[src/hdl/wdt_defines.vh]
// Constants for the watchdog timeout unit
`ifndef WDT_DEFINES_VH
`define WDT_DEFINES_VH
`define ADDR_CLOCK_SPEED_CONTROL 8'h8E
`define ADDR_WATCHDOG_CONTROL 8'hD8
`define ADDR_EXTENDED_IRQ_ENABLE 8'hE8
`define PERIOD_SELECT_HI_BIT 7
`define PERIOD_SELECT_LO_BIT 6
`define WDC_IRQ_FLAG_BIT 3
`define WDC_RESET_FLAG_BIT 2
`define WDC_RESET_EN_BIT 1
`define WDC_RESTART_BIT 0
`define EIE_WDOG_IRQ_EN_BIT 6
`define CLOCK_SPEED_CONTROL_RESET 8'h00
`define WATCHDOG_CONTROL_RESET 8'h00
`define EIE_RESET 8'h00
`define PERIOD_LOG2_0 17
`define PERIOD_LOG2_1 20
`define PERIOD_LOG2_2 23
`define PERIOD_LOG2_3 26
`define RESET_LEAD_CLOCKS 512
`define COUNT_WIDTH 27
`endif

[src/hdl/watchdog_timeout_unit.v]
// Watchdog timeout unit with its special function register slice
//
// Functional notes
// - Counter runs until the reset flag sets; interrupt flag sets when selected period is reached.
// - Restart command returns the count to zero.
// - Period select is bits 7 (upper) and 6 (lower) of clock speed control.
// - Interrupt period is 2^17, 2^20, 2^23 or 2^26 clocks by code.
// - Reset flag sets 512 clocks after the interrupt flag.
// - Interrupt forwarding depends only on its own enable bit.
// - With reset enabled, an unrestarted timeout resets the CPU.
// - Reset-enable and restart writes need the protected-write unlock.
// - Enabled interrupt request serves as time base and idle wake-up.
// - Counter advances once per oscillator clock.
`timescale 1ns/1ps
`default_nettype none
`include "wdt_defines.vh"
module watchdog_timeout_unit #(
    parameter integer WIDTH = `COUNT_WIDTH,
    parameter integer LOG2_0 = `PERIOD_LOG2_0,
    parameter integer LOG2_1 = `PERIOD_LOG2_1,
    parameter integer LOG2_2 = `PERIOD_LOG2_2,
    parameter integer LOG2_3 = `PERIOD_LOG2_3,
    parameter integer LEAD = `RESET_LEAD_CLOCKS
) (
    input wire clock_in, // Oscillator clock
    input wire rst_b_in, // System reset, active low
    input wire [7:0] sfr_addr_in, // Register address
    input wire sfr_wr_in, // Write strobe
    input wire sfr_rd_in, // Read strobe
    input wire [7:0] sfr_wdata_in, // Write data
    input wire unlock_grant_in, // Protected-write grant, one cycle
    output reg [7:0] sfr_rdata_out, // Read data, registered
    output reg irq_req_out, // Watchdog interrupt request
    output reg wake_out, // Idle wake-up request
    output reg cpu_reset_out // CPU reset request
);
    // Register slice state
    reg [7:0] clock_speed_control_q;
    reg [7:0] clock_speed_control_d;
    reg [7:0] eie_q;
    reg [7:0] eie_d;
    reg rst_en_q;
    reg rst_en_d;
    reg irq_flag_q;
    reg irq_flag_d;
    reg rst_flag_q;
    reg rst_flag_d;
    reg [WIDTH-1:0] count_q;
    reg [WIDTH-1:0] count_d;
    // Next values of the registered outputs
    reg [7:0] rdata_d;
    reg irq_req_d;
    reg wake_d;
    reg cpu_reset_d;
    // Terminal counts from the period decoder
    wire [WIDTH-1:0] irq_count;
    wire [WIDTH-1:0] rst_count;
    wire [WIDTH-1:0] irq_last;
    wire [WIDTH-1:0] rst_last;
    wire [WIDTH-1:0] count_one;
    wire [7:0] watchdog_control_view;
    // Address decode of the three mapped registers
    wire sel_ck;
    wire sel_wd;
    wire sel_ie;
    wire wr_ck;
    wire wr_wd;
    wire wr_ie;
    wire guarded_ok;
    wire restart;
    wire clear_irq;
    wire clear_rst;
    wire hit_irq;
    wire hit_rst;
    wire irq_en;

    assign sel_ck = (sfr_addr_in == `ADDR_CLOCK_SPEED_CONTROL);
    assign sel_wd = (sfr_addr_in == `ADDR_WATCHDOG_CONTROL);
    assign sel_ie = (sfr_addr_in == `ADDR_EXTENDED_IRQ_ENABLE);
    assign wr_ck = sfr_wr_in && sel_ck;
    assign wr_wd = sfr_wr_in && sel_wd;
    assign wr_ie = sfr_wr_in && sel_ie;

    // Only the grant qualifies guarded bits; flag clears stay unguarded
    assign guarded_ok = wr_wd && unlock_grant_in;
    assign restart = guarded_ok && sfr_wdata_in[`WDC_RESTART_BIT];
    assign clear_irq = wr_wd && !sfr_wdata_in[`WDC_IRQ_FLAG_BIT];
    assign clear_rst = wr_wd && !sfr_wdata_in[`WDC_RESET_FLAG_BIT];
    assign irq_en = eie_q[`EIE_WDOG_IRQ_EN_BIT];

    // Compare one below the terminal count so the flag lands on the terminal edge
    assign count_one = {{(WIDTH-1){1'b0}}, 1'b1};
    assign irq_last = irq_count - count_one;
    assign rst_last = rst_count - count_one;
    assign hit_irq = (count_q == irq_last);
    assign hit_rst = (count_q == rst_last);

    wdt_period_decode #(
        .WIDTH(WIDTH),
        .LOG2_0(LOG2_0),
        .LOG2_1(LOG2_1),
        .LOG2_2(LOG2_2),
        .LOG2_3(LOG2_3),
        .LEAD(LEAD)
    ) u_decode (
        .select_in({clock_speed_control_q[`PERIOD_SELECT_HI_BIT], clock_speed_control_q[`PERIOD_SELECT_LO_BIT]}),
        .irq_count_out(irq_count),
        .rst_count_out(rst_count)
    );

    // Restart reads back as zero; upper bits are unused
    assign watchdog_control_view = {4'h0, irq_flag_q, rst_flag_q, rst_en_q, 1'b0};

    always @* begin
        clock_speed_control_d = clock_speed_control_q;
        eie_d = eie_q;
        rst_en_d = rst_en_q;
        if (wr_ck) begin
            clock_speed_control_d = sfr_wdata_in;
        end
        if (wr_ie) begin
            eie_d = sfr_wdata_in;
        end
        // Without the grant the stored enable is left untouched
        if (guarded_ok) begin
            rst_en_d = sfr_wdata_in[`WDC_RESET_EN_BIT];
        end
    end

    // Counter freezes once the reset flag is up so it cannot wrap and retrigger
    always @* begin
        count_d = count_q;
        if (restart) begin
            count_d = {WIDTH{1'b0}};
        end else if (!rst_flag_q) begin
            count_d = count_q + count_one;
        end
    end

    // Hardware set wins over a software clear in the same cycle, except on a restart write, which suppresses the set
    always @* begin
        irq_flag_d = irq_flag_q;
        rst_flag_d = rst_flag_q;
        if (hit_irq && !restart) begin
            irq_flag_d = 1'b1;
        end else if (clear_irq) begin
            irq_flag_d = 1'b0;
        end
        if (hit_rst && !restart) begin
            rst_flag_d = 1'b1;
        end else if (restart || clear_rst) begin
            rst_flag_d = 1'b0;
        end
    end

    // Read data only changes on a read strobe, so it holds between reads
    always @* begin
        rdata_d = sfr_rdata_out;
        if (sfr_rd_in) begin
            case (sfr_addr_in)
                `ADDR_CLOCK_SPEED_CONTROL: begin
                    rdata_d = clock_speed_control_q;
                end
                `ADDR_WATCHDOG_CONTROL: begin
                    rdata_d = watchdog_control_view;
                end
                `ADDR_EXTENDED_IRQ_ENABLE: begin
                    rdata_d = eie_q;
                end
                default: begin
                    rdata_d = 8'h00;
                end
            endcase
        end
    end

    always @* begin
        irq_req_d = irq_flag_q && irq_en;
        wake_d = irq_flag_q && irq_en;
        cpu_reset_d = rst_flag_q && rst_en_q;
    end

    always @(posedge clock_in or negedge rst_b_in) begin
        if (!rst_b_in) begin
            clock_speed_control_q <= `CLOCK_SPEED_CONTROL_RESET;
            eie_q <= `EIE_RESET;
            rst_en_q <= 1'b0;
        end else begin
            clock_speed_control_q <= clock_speed_control_d;
            eie_q <= eie_d;
            rst_en_q <= rst_en_d;
        end
    end

    always @(posedge clock_in or negedge rst_b_in) begin
        if (!rst_b_in) begin
            count_q <= {WIDTH{1'b0}};
        end else begin
            count_q <= count_d;
        end
    end

    always @(posedge clock_in or negedge rst_b_in) begin
        if (!rst_b_in) begin
            irq_flag_q <= 1'b0;
            rst_flag_q <= 1'b0;
        end else begin
            irq_flag_q <= irq_flag_d;
            rst_flag_q <= rst_flag_d;
        end
    end

    // Every top output leaves straight from a flip-flop
    always @(posedge clock_in or negedge rst_b_in) begin
        if (!rst_b_in) begin
            sfr_rdata_out <= 8'h00;
            irq_req_out <= 1'b0;
            wake_out <= 1'b0;
            cpu_reset_out <= 1'b0;
        end else begin
            sfr_rdata_out <= rdata_d;
            irq_req_out <= irq_req_d;
            wake_out <= wake_d;
            cpu_reset_out <= cpu_reset_d;
        end
    end
endmodule
`default_nettype wire

[src/hdl/wdt_period_decode.v]
// Period select decode into interrupt and reset terminal counts
`timescale 1ns/1ps
`default_nettype none
`include "wdt_defines.vh"
module wdt_period_decode #(
    parameter integer WIDTH = `COUNT_WIDTH,
    parameter integer LOG2_0 = `PERIOD_LOG2_0,
    parameter integer LOG2_1 = `PERIOD_LOG2_1,
    parameter integer LOG2_2 = `PERIOD_LOG2_2,
    parameter integer LOG2_3 = `PERIOD_LOG2_3,
    parameter integer LEAD = `RESET_LEAD_CLOCKS
) (
    input wire [1:0] select_in, // Period select code
    output reg [WIDTH-1:0] irq_count_out, // Clocks to interrupt flag
    output reg [WIDTH-1:0] rst_count_out // Clocks to reset flag
);
    localparam [WIDTH-1:0] ONE = {{(WIDTH-1){1'b0}}, 1'b1};
    localparam [WIDTH-1:0] LEAD_W = LEAD[WIDTH-1:0];
    always @* begin
        case (select_in)
            2'b00: irq_count_out = ONE << LOG2_0;
            2'b01: irq_count_out = ONE << LOG2_1;
            2'b10: irq_count_out = ONE << LOG2_2;
            default: irq_count_out = ONE << LOG2_3;
        endcase
        rst_count_out = irq_count_out + LEAD_W;
    end
endmodule
`default_nettype wire

[config.mk]
export PLATFORM = sky130hd
export DESIGN_NAME = watchdog_timeout_unit
export DESIGN_NICKNAME = d
export VERILOG_FILES = /design/src/hdl/watchdog_timeout_unit.v /design/src/hdl/wdt_period_decode.v
export VERILOG_INCLUDE_DIRS = /design/src /design/src/hdl
export SDC_FILE = /design/constraint.sdc
export NUM_CORES = 1
export LEC_CHECK = 0
export BUFFER_PORTS_ARGS = -buffer_cell sky130_fd_sc_hd__buf_2
export CORE_MARGIN = 2
export CORE_UTILIZATION = 35
export CTS_CLUSTER_DIAMETER = 50
export CTS_CLUSTER_SIZE = 30
export DETAILED_ROUTE_END_ITERATION = 7
export SLEW_MARGIN = 20
export SYNTH_ARGS = -nofsm -noshare
export SYNTH_HDL_FRONTEND = slang
export SYNTH_SLANG_ARGS = --single-unit
[constraint.sdc]
create_clock -name clock_in -period 1.8 [get_ports clock_in]
set_input_delay 0.36 -clock clock_in [delete_from_list [all_inputs] [get_ports clock_in]]
set_output_delay 0.36 -clock clock_in [all_outputs]
set_load 0.01 [all_outputs]
==> impl_metrics.yaml <==
placement:
  portBuffers: 31
  dpl.hpwl_microns: 4620
  post-place-cells: 435
  placed_cell_area_sq_mm: 0.00341
  gp_congestion: 0.843
pwr:
  ir_worst_vdd_uv: 453
  power_density_mw_per_mm2: 1160
  total_power_mw: 4.16
  p_leak_nw: 1.54
worst_hold_path:
  min_path_type: "in -> async"
routing:
  wire_per_inst_microns: 15.0
  drtAntennaViolNets: 0
  first_pass_iters: 6
  wirelength_microns: 6720
  drc: 0
  vias_per_cell: 5.43
  vias: 2437
  drt_iter0_drc: 158
worst_setup_path:
  path_class: "reg -> reg"
  r2r-start: "count_q[0]"
  end_kind: "register"
  worst-endpoint-arrival_ns: 2.04
  reg2reg_to: "count_q[21]"
  r2r_slack_ns: 0.01
  worstPathRequired_ns: 2.05
  start_kind: "register"
  r2r_cells: 5
  crit_fanout: 10
cts:
  root_buffer: "clkbuf_8"
  htreeDepth: 2
  cts.clk_slew.worst_paths_ns: 0.11
  cts_tree: "yes"
  clock_latency_ns: 0.31
  numCtsBuffers: 5
  cts_sinks: 56
  cts_buffer_depth: 2
  cts_hold_buf: 0
logic_synthesis:
  yosysTopAreaCell: "dfrtp_1"
  yosysTopAreaCellShare: 0.480
  syn-cell-area_sq_mm: 0.00292
  synthDistinctLibCells: 48
  ys_seq_area_frac: 0.480
  synth-async-reset-ratio: 1.00
  syn_area_per_cell_sq_um: 10.3
  synth_area_leaders: "dfrtp_1 48%, mux2_2 6.6%, a21oi_1 2.9%, o31ai_1 2.8%, or4_1 2.6%"
  syn_inst: 282
  synth_edf_count: 0
  ys_warn_count: 0
  synth.net_count: 305
  ys.flop_type: "dfrtp_1"
  ys_ff_latch: 56
final_layout:
  final_util: 0.441
  n_antenna_cell: 0
  layout_common_cells: "56 x dfrtp_1, 38 x buf_4, 31 x buf_2"
  layout_commonest_cell: "dfrtp_1"
  area.growth.synth_to_final_pct: 23.0
  layout-drive-gt1-share: 0.317
  fin_nets: 366
  instances_no_fill: 449
  final_area_sq_mm: 0.00359
sta:
  period_share: 0.994
  tightest_slew_ns: 0.434
  report.final.slew_viol_count: 0
  slew_headroom: 0.707
  rsz0062_at_grt: "true"
  hold_violations: 0
  final-setup-viol-count: 0
  clock_skew_ns: 0.0107
  fmax_ghz: 0.559
  finalCriticalPeriod_ns: 1.79
  tns_ns: 0
die:
  dieWidth_microns: 95.3
  rows: 33
  placeableCoreArea_sq_mm: 0.00813
  dieArea_sq_mm: 0.00908
  die_h_microns: 95.3
  io_pins: 32
  start_util: 0.359
global_routing:
  gr-total-overflow: 0
  grt_pass1_wl_microns: 11100
  antenna_found_initial: 0
  grt_util_all_layers: 0.155
  grt_pass1_vias: 2301
  grt_max_degree: 57
run_status:
  outcome: "complete, no violations"
run:
  drv_cap: 0
==> timing repair <==
action	CTS	global route
gates resized for setup	3	4
pin swaps	5	4
setup endpoints to repair	4	15
gates cloned	1	0
buffers inserted	5	0
==> synthesized netlist by cell type, types with 6 or more instances <==
master and instances:
o31ai_1 11, a21oi_1 17, dfrtp_1 56, buf_2 6, nand2_1 9, o21ai_0 9, mux2_2 17, nand3_1 10
or3_1 9, a22oi_1 8, nor4_1 8, nand4_1 7, xnor2_1 8, clkbuf_1 10, or4_1 10, nor2_1 13
inv_1 12, o22ai_1 8
==> power by group <==
| part | internal (mW) | leakage [nW] | switching (mW) |
|---|---|---|---|
| combinational | 0.762 | 0.830 | 0.895 |
| clock | 0.285 | 0.0487 | 0.441 |
| sequential | 1.53 | 0.660 | 0.250 |
==> critical path: stages (launching register included) <==
cell and delay, ns:
dfrtp_1 0.38, buf_4 0.13, nand4b_2 0.11, or3_4 0.44
or4_1 0.52, a21oi_1 0.15
==> cell families (layout without fill, tap and decap cells) <==
logic type                 count (synthesis)  count (layout)  synth area share
and+or+nand+nor                          100             101             0.219
DFF                                       56              56             0.480
adders and majority gates                  2               2           0.00858
buffers and inverters                     30              91            0.0438
AOI/OAI and AO/OA                         62              62             0.136
xor gates and xnor gates                  12              12            0.0360
muxes                                     20              20            0.0759
==> metal layers <==
| layer | track usage | routed length (microns) | up-vias |
|---|---|---|---|
| li1 | - | - | 1185 |
| met1 | 0.213 | 3160 | 1202 |
| met2 | 0.251 | 3220 | 40 |
| met3 | 0.0229 | 222 | 10 |
| met4 | 0.0507 | 118 | 0 |
| met5 | 0 | 0 | - |
==> layout make-up <==
type                            instances  area, sq um
Clock buffer                            5         68.8
Clock inverter                          3         26.3
Fill cell                             768         4550
Inverter                               12         45.0
Multi-Input combinational cell        197         1430
Sequential cell                        56         1400
Tap cell                              105          131
Timing Repair Buffer                   71          480
==> through the flow <==
step | setup WS (ns) | hold WS (ns)
global placement | 0.0232 | 0.382
global route | -0.0999 | 0.0376
floorplan | 0.00463 | 0.0644
CTS | -0.0257 | 0.0321
detailed placement | -0.0229 | 0.384
finish | 0.0104 | 0.0217
==> worst max-delay path by stage <==
stage | from | to | slack [ns] | cells after the start
after global routing | count_q[0] | count_q[26] | -0.1 | 6
after CTS | count_q[1] | count_q[24] | -0.03 | 5
final | count_q[0] | count_q[21] | 0.01 | 5
after global placement | count_q[0] | count_q[24] | 0.02 | 5
after floorplan | count_q[0] | count_q[24] | 0.005 | 5
after detailed placement | count_q[0] | count_q[26] | -0.02 | 5
==> sequential cells by signal, indices dropped and copies added, names as in the netlist <==
signal / flops
cpu_reset_out: 1
clock_speed_control_q: 8
irq_flag_q: 1
wake_out: 1
rst_en_q: 1
rst_flag_q: 1
count_q: 27
eie_q: 8
sfr_rdata_out: 8
Power figures use the tool's default switching activity.
